<file path="src/logic/ccd_cfg.svh">
// constants for the call/clear/decrement execution unit
// assumes one 250 MHz core clock and a 32-bit register bus
`ifndef CCD_CFG_SVH
`define CCD_CFG_SVH
// register byte offsets
`define CCD_A_INSTR   12'h000
`define CCD_A_PC      12'h004
`define CCD_A_ACC     12'h008
`define CCD_A_STAT    12'h00c
`define CCD_A_LATCH   12'h010
`define CCD_A_STACK   12'h014
`define CCD_A_WDOG    12'h018
`define CCD_A_STATE   12'h01c
`define CCD_A_FILE_HI 3'h1
// status field positions and reset values
`define CCD_ST_Z      0
`define CCD_ST_PD     1
`define CCD_ST_TO     2
`define CCD_STAT_RST  3'h6
`define CCD_PC_RST    13'h0000
// instruction encoding
`define CCD_OP_CALL   3'h4
`define CCD_OP_NOP    6'h00
`define CCD_OP_FZERO  6'h01
`define CCD_OP_AZERO  6'h02
`define CCD_OP_INV    6'h03
`define CCD_OP_DEC    6'h04
`define CCD_OP_DECSZ  6'h05
`define CCD_OP_KICK   6'h06
// timing
`define CCD_CLK_MHZ   250
`define CCD_TCY_NS    16
`define CCD_TCY_CLKS  ((`CCD_TCY_NS * `CCD_CLK_MHZ) / 1000)
`define CCD_RESP_OK   2'h0
`define CCD_RESP_ERR  2'h2
`endif

</file>
<file path="src/logic/ccd_pkg.sv">
// types shared by the execution unit
// assumes ccd_cfg.svh supplies the numbers
package ccd_pkg;
  // instruction sequencing states
  typedef enum logic [1:0] {CCD_IDLE, CCD_WAIT, CCD_TAIL} ccd_state_t;
  typedef logic [12:0] ccd_pc_t;  // program counter word
endpackage : ccd_pkg

</file>
<file path="src/logic/ccd_exec.sv">
// execution unit for call, watchdog kick, clears, invert, decrements
// assumes an axi4-lite master on the core clock issues instructions
`timescale 1ns/1ps
`default_nettype none
`include "ccd_cfg.svh"
module ccd_exec #(
  parameter int STACK_DEPTH = 8,                // return stack entries
  parameter int TCY_CLKS    = `CCD_TCY_CLKS     // clocks per instr cycle
) (
  input  wire logic        core_clk_in,
  input  wire logic        rst_n_in,
  input  wire logic [11:0] axi_awaddr_in,
  input  wire logic        axi_awvalid_in,
  output logic             axi_awready_out,
  input  wire logic [31:0] axi_wdata_in,
  input  wire logic [3:0]  axi_wstrb_in,
  input  wire logic        axi_wvalid_in,
  output logic             axi_wready_out,
  output logic [1:0]       axi_bresp_out,
  output logic             axi_bvalid_out,
  input  wire logic        axi_bready_in,
  input  wire logic [11:0] axi_araddr_in,
  input  wire logic        axi_arvalid_in,
  output logic             axi_arready_out,
  output logic [31:0]      axi_rdata_out,
  output logic [1:0]       axi_rresp_out,
  output logic             axi_rvalid_out,
  input  wire logic        axi_rready_in,
  output logic [12:0]      pc_out,
  output logic             busy_out
);
  localparam int SPW = $clog2(STACK_DEPTH);
  ccd_pkg::ccd_state_t state;          // sequencing state
  ccd_pkg::ccd_pc_t    pc;             // program counter
  ccd_pkg::ccd_pc_t    stk [STACK_DEPTH]; // return stack
  logic [SPW-1:0]      sp;             // stack head index
  logic [7:0]          fmem [128];     // file registers
  logic [13:0]         ir;             // instruction in flight
  logic [7:0]          acc;            // accumulator
  logic [2:0]          stat;           // zero, power-down, expiry
  logic [4:0]          latch;          // upper program counter latch
  logic [7:0]          wd_cnt;         // watchdog counter
  logic [7:0]          wd_pre;         // watchdog prescaler
  logic [7:0]          cyc;            // instruction cycle divider
  logic                tick;           // one pulse per instr cycle
  logic                skip;           // skip owed by tail cycle
  logic                bad_op;         // last opcode was unknown
  // bus capture
  logic                aw_held;        // write address held
  logic                w_held;         // write data held
  logic [11:0]         aw_q;           // held write address
  logic [31:0]         wd_q;           // held write data
  logic [3:0]          ws_q;           // held strobes
  logic                do_wr;          // write performed now
  logic                sw_ok;          // state writes allowed now
  logic [31:0]         rd_val;         // read mux value
  logic                rd_hit;         // read address mapped
  logic                wr_hit;         // write address mapped
  // decode
  logic                exec;           // first cycle executes now
  logic [5:0]          opc;            // operation field
  logic                dst;            // destination select
  logic [6:0]          fidx;           // file address
  logic [7:0]          fval;           // addressed file value
  logic [7:0]          res;            // operation result
  logic                to_acc;         // result goes to accumulator
  logic                to_file;        // result goes to file
  logic                z_upd;          // zero flag updated
  logic                two_cyc;        // needs a tail cycle
  logic                kick;           // watchdog kick
  logic                is_call;        // subroutine jump
  logic                known;          // opcode recognised
  logic [31:0]         wmerge;         // held data merged by strobes
  logic [31:0]         wold;           // old value under write
  // byte-lane merge of a write onto an old value
  function automatic logic [31:0] ccd_merge(input logic [31:0] o,
      input logic [31:0] n, input logic [3:0] s);
    logic [31:0] r;
    r = o;
    for (int b = 0; b < 4; b++) begin
      if (s[b]) r[8*b +: 8] = n[8*b +: 8];
    end
    return r;
  endfunction : ccd_merge
  // instruction cycle divider
  always_ff @(posedge core_clk_in) begin
    if (!rst_n_in) begin
      cyc <= 8'h00;
    end else if (tick) begin
      cyc <= 8'h00;
    end else begin
      cyc <= cyc + 8'h01;
    end
  end
  assign tick = (cyc == 8'(TCY_CLKS - 1));
  // operand fields
  assign is_call = (ir[13:11] == `CCD_OP_CALL);
  assign opc     = ir[13:8];
  assign dst     = ir[7];
  assign fidx    = ir[6:0];
  assign fval    = fmem[fidx];
  assign exec    = (state == ccd_pkg::CCD_WAIT) && tick;
  // result, routing and flag effects
  always_comb begin
    res     = 8'h00;
    to_acc  = 1'b0;
    to_file = 1'b0;
    z_upd   = 1'b0;
    two_cyc = 1'b0;
    kick    = 1'b0;
    known   = 1'b1;
    if (is_call) begin
      two_cyc = 1'b1;
    end else begin
      case (opc)
        `CCD_OP_NOP: res = 8'h00;                           // no effect
        `CCD_OP_FZERO: begin
          to_file = 1'b1;
          z_upd   = 1'b1;
        end
        `CCD_OP_AZERO: begin
          to_acc = 1'b1;
          z_upd  = 1'b1;
        end
        `CCD_OP_INV: begin
          res     = ~fval;
          to_acc  = !dst;
          to_file = dst;
          z_upd   = 1'b1;
        end
        `CCD_OP_DEC: begin
          res     = fval - 8'h01;
          to_acc  = !dst;
          to_file = dst;
          z_upd   = 1'b1;
        end
        `CCD_OP_DECSZ: begin
          res     = fval - 8'h01;
          to_acc  = !dst;
          to_file = dst;
          two_cyc = (res == 8'h00);
        end
        `CCD_OP_KICK: kick = 1'b1;
        default: known = 1'b0;                              // treated as nop
      endcase
    end
  end
  // sequencing: issue, first cycle, tail cycle
  always_ff @(posedge core_clk_in) begin
    if (!rst_n_in) begin
      state <= ccd_pkg::CCD_IDLE;
      ir    <= 14'h0000;
      skip  <= 1'b0;
    end else begin
      case (state)
        ccd_pkg::CCD_IDLE: begin
          if (do_wr && aw_q == `CCD_A_INSTR) begin
            ir    <= wmerge[13:0];
            state <= ccd_pkg::CCD_WAIT;
          end
        end
        ccd_pkg::CCD_WAIT: begin
          if (tick) begin
            skip  <= two_cyc && !is_call;
            state <= two_cyc ? ccd_pkg::CCD_TAIL : ccd_pkg::CCD_IDLE;
          end
        end
        ccd_pkg::CCD_TAIL: begin
          if (tick) begin
            skip  <= 1'b0;
            state <= ccd_pkg::CCD_IDLE;
          end
        end
        default: state <= ccd_pkg::CCD_IDLE;
      endcase
    end
  end
  assign busy_out = (state != ccd_pkg::CCD_IDLE);
  assign sw_ok    = (state == ccd_pkg::CCD_IDLE);
  // program counter
  always_ff @(posedge core_clk_in) begin
    if (!rst_n_in) begin
      pc <= `CCD_PC_RST;
    end else if (exec && is_call) begin
      pc <= {latch[4:3], ir[10:0]};
    end else if (exec) begin
      pc <= pc + 13'h0001;
    end else if (state == ccd_pkg::CCD_TAIL && tick && skip) begin
      pc <= pc + 13'h0001;
    end else if (do_wr && sw_ok && aw_q == `CCD_A_PC) begin
      pc <= wmerge[12:0];
    end
  end
  assign pc_out = pc;
  // return stack, head advances on each call
  always_ff @(posedge core_clk_in) begin
    if (!rst_n_in) begin
      sp <= '0;
      for (int i = 0; i < STACK_DEPTH; i++) begin
        stk[i] <= 13'h0000;
      end
    end else if (exec && is_call) begin
      sp          <= sp + 1'b1;
      stk[sp + 1'b1] <= pc + 13'h0001;
    end
  end
  // accumulator
  always_ff @(posedge core_clk_in) begin
    if (!rst_n_in) begin
      acc <= 8'h00;
    end else if (exec && to_acc) begin
      acc <= res;
    end else if (do_wr && sw_ok && aw_q == `CCD_A_ACC) begin
      acc <= wmerge[7:0];
    end
  end
  // file registers, no reset
  always_ff @(posedge core_clk_in) begin
    if (exec && to_file) begin
      fmem[fidx] <= res;
    end else if (do_wr && sw_ok && aw_q[11:9] == `CCD_A_FILE_HI) begin
      fmem[aw_q[8:2]] <= wmerge[7:0];
    end
  end
  // status flags; call and skip ops leave them alone
  always_ff @(posedge core_clk_in) begin
    if (!rst_n_in) begin
      stat   <= `CCD_STAT_RST;
      bad_op <= 1'b0;
    end else if (exec) begin
      bad_op <= !known;
      if (z_upd) begin
        stat[`CCD_ST_Z] <= (res == 8'h00);
      end
      if (kick) begin
        stat[`CCD_ST_TO] <= 1'b1;
        stat[`CCD_ST_PD] <= 1'b1;
      end
    end else if (do_wr && sw_ok && aw_q == `CCD_A_STAT) begin
      stat <= wmerge[2:0];
    end
  end
  // upper program counter latch
  always_ff @(posedge core_clk_in) begin
    if (!rst_n_in) begin
      latch <= 5'h00;
    end else if (do_wr && sw_ok && aw_q == `CCD_A_LATCH) begin
      latch <= wmerge[4:0];
    end
  end
  // watchdog prescaler advanced once per instr cycle, counter once per 256 instr cycles
  always_ff @(posedge core_clk_in) begin
    if (!rst_n_in) begin
      wd_pre <= 8'h00;
      wd_cnt <= 8'h00;
    end else if (exec && kick) begin
      wd_pre <= 8'h00;
      wd_cnt <= 8'h00;
    end else if (tick) begin
      wd_pre <= wd_pre + 8'h01;
      if (wd_pre == 8'hff) begin
        wd_cnt <= wd_cnt + 8'h01;
      end
    end
  end
  // write channel capture, either order
  always_ff @(posedge core_clk_in) begin
    if (!rst_n_in) begin
      aw_held <= 1'b0;
      w_held  <= 1'b0;
      aw_q    <= 12'h000;
      wd_q    <= 32'h0000_0000;
      ws_q    <= 4'h0;
    end else if (do_wr) begin
      aw_held <= 1'b0;
      w_held  <= 1'b0;
    end else begin
      if (axi_awvalid_in && axi_awready_out) begin
        aw_held <= 1'b1;
        aw_q    <= {axi_awaddr_in[11:2], 2'h0};
      end
      if (axi_wvalid_in && axi_wready_out) begin
        w_held <= 1'b1;
        wd_q   <= axi_wdata_in;
        ws_q   <= axi_wstrb_in;
      end
    end
  end
  assign axi_awready_out = !aw_held && !axi_bvalid_out;
  assign axi_wready_out  = !w_held && !axi_bvalid_out;
  assign do_wr           = aw_held && w_held && !axi_bvalid_out;
  // writable map and old value for merging
  always_comb begin
    wr_hit = 1'b1;
    wold   = 32'h0000_0000;
    if (aw_q == `CCD_A_INSTR) begin
      wold = {18'h00000, ir};
    end else if (aw_q == `CCD_A_PC) begin
      wold = {19'h00000, pc};
    end else if (aw_q == `CCD_A_ACC) begin
      wold = {24'h000000, acc};
    end else if (aw_q == `CCD_A_STAT) begin
      wold = {29'h00000000, stat};
    end else if (aw_q == `CCD_A_LATCH) begin
      wold = {27'h0000000, latch};
    end else if (aw_q[11:9] == `CCD_A_FILE_HI) begin
      wold = {24'h000000, fmem[aw_q[8:2]]};
    end else begin
      wr_hit = 1'b0;
    end
  end
  assign wmerge = ccd_merge(wold, wd_q, ws_q);
  // write response
  always_ff @(posedge core_clk_in) begin
    if (!rst_n_in) begin
      axi_bvalid_out <= 1'b0;
      axi_bresp_out  <= `CCD_RESP_OK;
    end else if (do_wr) begin
      axi_bvalid_out <= 1'b1;
      axi_bresp_out  <= wr_hit ? `CCD_RESP_OK : `CCD_RESP_ERR;
    end else if (axi_bready_in) begin
      axi_bvalid_out <= 1'b0;
    end
  end
  // read mux
  always_comb begin
    rd_hit = 1'b1;
    rd_val = 32'h0000_0000;
    if (axi_araddr_in[11:2] == `CCD_A_INSTR >> 2) begin
      rd_val = {18'h00000, ir};
    end else if (axi_araddr_in[11:2] == `CCD_A_PC >> 2) begin
      rd_val = {19'h00000, pc};
    end else if (axi_araddr_in[11:2] == `CCD_A_ACC >> 2) begin
      rd_val = {24'h000000, acc};
    end else if (axi_araddr_in[11:2] == `CCD_A_STAT >> 2) begin
      rd_val = {29'h00000000, stat};
    end else if (axi_araddr_in[11:2] == `CCD_A_LATCH >> 2) begin
      rd_val = {27'h0000000, latch};
    end else if (axi_araddr_in[11:2] == `CCD_A_STACK >> 2) begin
      rd_val = {19'h00000, stk[sp]};
    end else if (axi_araddr_in[11:2] == `CCD_A_WDOG >> 2) begin
      rd_val = {16'h0000, wd_pre, wd_cnt};
    end else if (axi_araddr_in[11:2] == `CCD_A_STATE >> 2) begin
      rd_val = {29'h00000000, bad_op, skip, busy_out};
    end else if (axi_araddr_in[11:9] == `CCD_A_FILE_HI) begin
      rd_val = {24'h000000, fmem[axi_araddr_in[8:2]]};
    end else begin
      rd_hit = 1'b0;
    end
  end
  // read response
  always_ff @(posedge core_clk_in) begin
    if (!rst_n_in) begin
      axi_rvalid_out <= 1'b0;
      axi_rdata_out  <= 32'h0000_0000;
      axi_rresp_out  <= `CCD_RESP_OK;
    end else if (axi_arvalid_in && axi_arready_out) begin
      axi_rvalid_out <= 1'b1;
      axi_rdata_out  <= rd_val;
      axi_rresp_out  <= rd_hit ? `CCD_RESP_OK : `CCD_RESP_ERR;
    end else if (axi_rready_in) begin
      axi_rvalid_out <= 1'b0;
    end
  end
  assign axi_arready_out = !axi_rvalid_out;
endmodule : ccd_exec
`default_nettype wire

</file>
<file path="config.mk">
export PLATFORM = sky130hd
export DESIGN_NAME = ccd_exec
export DESIGN_NICKNAME = d
export VERILOG_FILES = /design/src/logic/ccd_pkg.sv /design/src/logic/ccd_exec.sv
export VERILOG_INCLUDE_DIRS = /design/src /design/src/logic
export SDC_FILE = /design/constraint.sdc
export NUM_CORES = 2
export LEC_CHECK = 0
export ABC_CLOCK_PERIOD_IN_PS = 10500
export BUFFER_PORTS_ARGS = -buffer_cell sky130_fd_sc_hd__buf_2
export CORE_UTILIZATION = 45
export DETAILED_ROUTE_END_ITERATION = 16
export PLACE_DENSITY = 0.7
export RECOVER_POWER = 50
export SLEW_MARGIN = 0
export SYNTH_ARGS = -nofsm -noshare
export SYNTH_HDL_FRONTEND = slang
export SYNTH_SLANG_ARGS = --single-unit
</file>
<file path="constraint.sdc">
create_clock -name core_clk_in -period 10.5 [get_ports core_clk_in]
set_clock_uncertainty 0.05 [all_clocks]
set_input_delay 2.1 -clock core_clk_in [delete_from_list [all_inputs] [get_ports core_clk_in]]
set_output_delay 2.1 -clock core_clk_in [all_outputs]
set_load 0.01 [all_outputs]
</file>
# Word-level counts from Yosys, hierarchy flattened
# Memories as Yosys holds them, arrays and structs flattened. A register that Yosys moved wholly into a read port is not among the register bits.
# Index checks and enable logic that the tools add are counted.
[word_totals] regBits=140 ramBits=1128 inputBits=67 memories=2
[mem_list] name="fmem" depth=128 word_bits=8 rd=3 rd_clocked_by_memory_dff=2 write_ports=1 line="ccd_exec.sv:37" text="logic [7:0] fmem [128];"
[mem_list] name="stk" depth=8 word_bits=13 rd=1 rd_clocked_by_memory_dff=1 write_ports=8 line="ccd_exec.sv:35" text="ccd_pkg::ccd_pc_t stk [STACK_DEPTH];"
[classes] add_sub_neg=6 eq_ne=30 muxes=91 bitwise_logic=3 n_reduce_logical=60
[op_table] cell="$mux W16" count=7
[op_table] cell="$mux W8" count=11
[op_table] cell="$mux W13" count=6
[op_table] cell="$eq A10 B3 Y1 const B" count=5
[op_table] cell="$mux W1" count=43
[op_table] cell="$eq A10 B2 Y1 const B" count=4
[op_table] cell="$mux W7" count=5
[op_table] cell="$add A8 B1 Y8 const B" count=3
[op_table] cell="$logic_and A1 B1 Y1" count=22
[op_table] cell="$eq A10 B1 Y1 const B" count=2
[op_table] cell="$eq A6 B3 Y1 const B" count=3
[op_table] cell="$logic_not A8 Y1" count=2
[op_table] cell="$pmux W8 S2" count=1
[op_table] cell="$mux W3" count=5
[op_table] cell="$mux W14" count=1
[op_table] cell="$mux W2" count=7
[op_table] cell="$add A13 B1 Y13 const B" count=1
[op_table] cell="$reduce_or A13 Y1" count=1
[op_table] cell="$eq A6 B2 Y1 const B" count=2
[op_table] cell="$logic_not A12 Y1" count=1
[op_table] cell="$reduce_and A2 Y1" count=6
[op_table] cell="$reduce_bool A2 Y1" count=6
[op_table] cell="$logic_not A10 Y1" count=1
[op_table] cell="$reduce_and A3 Y1" count=3
[op_table] cell="other kinds (25)" count=42

# Logic depth before layout (Yosys ltp)
[logic_depth] depth_word=12 mapped_depth=17 mapped_depth_nobuf=10

# Least setup slack after synthesis
# OpenSTA, ideal clock, no wires.
[synth_path] path_kind="flip-flop to flip-flop" startpoint="register with a tool-made name" endpoint="memory fmem[0][0], data pin" arrival_time_ps=7634 slack_ps=1618 stages_incl_launch_ff=12 path_buffers=4 cell_sequence="dfxtp_1 buf_2 buf_2 buf_2 buf_1 mux4_2 nand3_1 a31oi_1 o311ai_0 a21oi_1 o21ai_0 o21ai_0"
[synth_lines] item="end, declared" line="ccd_exec.sv:37"

# Worst setup path in the final report
[layout_path] startpoint="input port axi_araddr_in[3]" endpoint="register axi_rdata_out[1]"
[layout_between] elab_chain_cells=10 elab_cells_between_ends=18
[layout_rtl] item="start, declared" line="ccd_exec.sv:22" text="input wire logic [11:0] axi_araddr_in,"
[layout_rtl] item="$mem_v2 Z128 W8"
[layout_rtl] item="$mux W8" line="ccd_exec.sv:345" text="end else if (axi_araddr_in[11:9] == `CCD_A_FILE_HI) begin"
[layout_rtl] item="$mux W8" line="ccd_exec.sv:343" text="end else if (axi_araddr_in[11:2] == `CCD_A_STATE >> 2) begin"
[layout_rtl] item="$mux W16" line="ccd_exec.sv:341" text="end else if (axi_araddr_in[11:2] == `CCD_A_WDOG >> 2) begin"
[layout_rtl] item="$mux W16" line="ccd_exec.sv:339" text="end else if (axi_araddr_in[11:2] == `CCD_A_STACK >> 2) begin"
[layout_rtl] item="$mux W16" line="ccd_exec.sv:337" text="end else if (axi_araddr_in[11:2] == `CCD_A_LATCH >> 2) begin"
[layout_rtl] item="$mux W16" line="ccd_exec.sv:335" text="end else if (axi_araddr_in[11:2] == `CCD_A_STAT >> 2) begin"
[layout_rtl] item="$mux W16" line="ccd_exec.sv:333" text="end else if (axi_araddr_in[11:2] == `CCD_A_ACC >> 2) begin"
[layout_rtl] item="$mux W16" line="ccd_exec.sv:331" text="end else if (axi_araddr_in[11:2] == `CCD_A_PC >> 2) begin"
[layout_rtl] item="$mux W16 *" line="ccd_exec.sv:329" text="if (axi_araddr_in[11:2] == `CCD_A_INSTR >> 2) begin"
[layout_rtl] item="end signal, assigned" line="ccd_exec.sv:359" text="axi_rdata_out <= rd_val;"
[layout_rtl] item="end, declared" line="ccd_exec.sv:25" text="output logic [31:0] axi_rdata_out,"
# Mark *: on every way between the ends. The rest lies on a longest branch, timed or not.
# A chain may end at the register's enable or synchronous reset.

==> flow_summary_export.csv <==
group,metric,value,unit
place,io_buffers,79,
global_route,grt_usage,27.9,%
cts,post_cts_buffers,0,
cts,cts_root_buf,"clkbuf_16",
routing,ant_nets,0,
timing,whs,0.410,ns
global_route,antenna_found_initial,14,
cts,postCtsResizedCells,0,
synthesis,synth_edf_count,1128,
finish,finalNetCount,3997,
worst_setup_path,crit_top_cell,"mux4_2",
worst_hold_path,hp-class,"reg2reg",
cts,htreeDepth,4,
timing,period_needed,8.40,ns
global_route,first_global_vias,41100,
routing,drt-total-wl,211000,um
timing,rsz0062_at_grt,"false",
place,place.gp.congestion,0.957,
synthesis,synth_commonest_cells,"1128 x edfxtp_1, 973 x mux4_2, 328 x nor2_1",
power_and_ir_drop,static-leakage-power,0.0208,uW
timing,hold_viol_final,0,
worst_setup_path,path_cells,"buf_8, clkbuf_2, mux4_2, mux4_2, and2_1, a2111oi_1, o31ai_1, a22o_1, o211ai_1, a21boi_0",
outcome,violations,"max-capacitance violations, max-slew violations",
timing,setup_tns,0,ns
global_route,grt_max_degree,129,
synthesis,yosys-top-cells-area,"edfxtp_1 50%, mux4_2 32%, dfxtp_1 4.1%",
timing,fmax,119,MHz
synthesis,ys_seq_area_share,54.2,%
synthesis,synth-seq-cells,1267,
synthesis,yosysTopAreaCellShare,50.1,%
timing,worst_pin_slew,4.03,ns
worst_setup_path,rrSetupSlack,2.31,ns
die,die_area,152000,um2
synthesis,post-synth-top-area-cell,"edfxtp_1",
synthesis,postSynthCellCount,3911,
worst_setup_path,cp.required,11.12,ns
worst_setup_path,arrival,9.02,ns
cts,cts.sinks,1267,
cts,cts_hold_repair.buffers,0,
die,start_util,45.5,%
worst_setup_path,critPathCaptureType,"flop",
routing,vias,42300,
die,num_rows,141,
die,die_w,389,um
die,core_area,148000,um2
cts,clockBufferDepth,3,
global_route,overflow,0,
global_route,grt_first_pass_wirelength,302000,um
routing,drc,0,
worst_hold_path,hold_end,"axi_rdata_out[5]",
synthesis,yosysMostFrequentCell,"edfxtp_1",
timing,slew-limit-headroom,-169,%
finish,fillers,11900,
cts,numCtsBuffers,135,
timing,slew_viol_final,387,
timing,finalSetupViolCount,0,
worst_setup_path,r2r-end,"fmem[1][3]",
finish,area_growth,10.2,%
synthesis,synth-main-ff-cell,"edfxtp_1",
worst_setup_path,crit_type,"in2reg",
routing,routedWlPerCell,34.9,um
outcome,status,"finished, violations left",
worst_hold_path,whs_path_depth,2,
synthesis,synthArstFlopShare,0,%
synthesis,netlist-cell-type-count,76,
worst_setup_path,worst-path-buf-inv,2,
cts,cts_tree,"built",
synthesis,synth.avg_cell_area,17.3,um2
routing,dr.pass1.iters,8,
worst_setup_path,slowest_delay,2.83,ns
routing,drt-initial-drc-count,6420,
worst_hold_path,worstHoldStart,"axi_rdata_out[5]",
power_and_ir_drop,ir_worst_vdd,0.000171,V
timing,finalCritPeriodShare,80.0,%
finish,drive_above_1_share,32.8,%
job,max-cap-violations,15,
die,io_pins,122,
worst_setup_path,crit_family,"buffers and inverters",
worst_setup_path,crit_slowest_cell,"clkbuf_2",
place,hpwl,138000,um
die,die_y,389,um
routing,routed_via_density,7.00,
cts,path_clk_slew,0.06,ns
cts,clk_latency,0.79,ns
worst_setup_path,start_kind,"input port",
worst_setup_path,cp_max_fo,126,
power_and_ir_drop,p_per_area,153,nW/um2
synthesis,synth_warnings,0,
synthesis,synth_area,67600,um2
worst_setup_path,worstRegToRegCells,11,
-- per-stage QoR --
| step | cell area (um2) | cells | total power [uW] | util (%) | worst slack (ns) |
|---|---|---|---|---|---|
| floorplan | 67600 | 3928 | 6220 | - | 1.62 |
| global placement | 70200 | 5788 | 6520 | 47.3 | 3.79 |
| detailed placement | 70200 | 5788 | 6520 | 47.3 | 3.76 |
| global route | 74500 | 6037 | 11600 | 50.2 | 2.18 |
| CTS | 74800 | 6037 | 11400 | 50.4 | 4.23 |
| finish | 74500 | 6040 | 11400 | 50.2 | 2.10 |
-- metal layers --
metal  routed length (um)  track usage, %
met1                73200            36.1
met2                97100            42.6
met3                29800            9.54
met4                10600            12.5
met5                   93               0
-- sequential cells by signal (all words and copies together) (netlist names), 2 cells and up, named ones only --
| signal | flops |
|---|---|
| stk | 104 |
| pc_out | 13 |
| latch | 5 |
| ws_q | 2 |
| axi_rdata_out | 16 |
| fmem | 1024 |
| wd_q | 14 |
| cyc | 8 |
| wd_cnt | 8 |
| stat | 3 |
| acc | 8 |
| ir | 14 |
| state | 2 |
| sp | 3 |
| aw_q | 10 |
| wd_pre | 8 |
-- layout make-up --
class | count | area, um2 | share of cell area [%]
clock buffer | 177 | 3800 | 5.10
inverter | 29 | 116 | 0.156
clock inverter | 72 | 778 | 1.05
timing repair buffer | 197 | 1140 | 1.54
multi-input combinational | 2293 | 29400 | 39.5
tap | 2002 | 2500 | 3.36
antenna | 3 | 7.51 | 0.0101
sequential | 1267 | 36700 | 49.3
-- worst max-delay path by stage --
stage	cells after the start	end	start	slack [ns]
global route	11	axi_rdata_out[4]	axi_araddr_in[3]	2.18
CTS	12	fmem[49][7]	flop	4.23
finish	10	axi_rdata_out[1]	axi_araddr_in[3]	2.10
floorplan	11	fmem[0][0]	flop	1.62
global placement	10	axi_rdata_out[1]	axi_araddr_in[3]	3.79
detailed placement	10	axi_rdata_out[1]	axi_araddr_in[3]	3.76
-- cell families after synthesis --
| kind of cell | after synthesis | synth area share [%] |
|---|---|---|
| flops | 1267 | 54.2 |
| mux | 1085 | 34.2 |
| simple gates | 796 | 5.10 |
| buf+inv | 368 | 2.40 |
| compound gates | 350 | 3.43 |
| xor+xnor | 37 | 0.480 |
| fa+ha+maj | 7 | 0.130 |
| other cells | 1 | 0.00555 |
-- placed cells by master, fill, tap and decap left out, types with 11 or more instances in the layout --
cell type  netlist  routed
a21boi_0        13      14
a21oi_1         96      95
a221oi_1        12      12
a22oi_1         18      18
a31oi_1         21      21
and3_1          17      17
buf_2           47      39
buf_4           28      54
bufinv_16        0      15
clkbuf_1       178     121
clkbuf_16        0     146
clkinv_1         4      30
clkinv_2         0      18
conb_1           1      18
dfxtp_1        139     129
edfxtp_1      1128    1128
inv_1           24      23
mux2_2          22      17
mux2i_1         86      84
mux4_2         973     973
nand2_1        255     255
nand2b_1        18      18
nand3_1         55      55
nand4_1         14      14
nor2_1         328     326
nor2b_1         33      33
nor3_1          27      26
o21ai_0         59      56
o221ai_1        11      11
o22ai_1         22      22
xnor2_1         12      12
xor2_1          25      25
-- power by group --
part           switching (uW)  total (uW)  internal [uW]
Sequential               49.9        5520           5470
Clock                    2050        4970           2930
Combinational             535         929            394
Total                    2630       11400           8790
-- worst reg2reg max path: stages, from the launching register on --
cell      delay, ns
dfxtp_4        0.87
clkbuf_1       2.75
mux4_2         0.83
mux4_2         0.25
nor2b_1        0.52
a211oi_1       0.20
o21ai_0        0.35
a31oi_1        0.23
nor3_1         0.19
buf_4          0.21
mux2_4         0.63
buf_4          0.75
No activity file was read; power rests on OpenSTA's default activity.
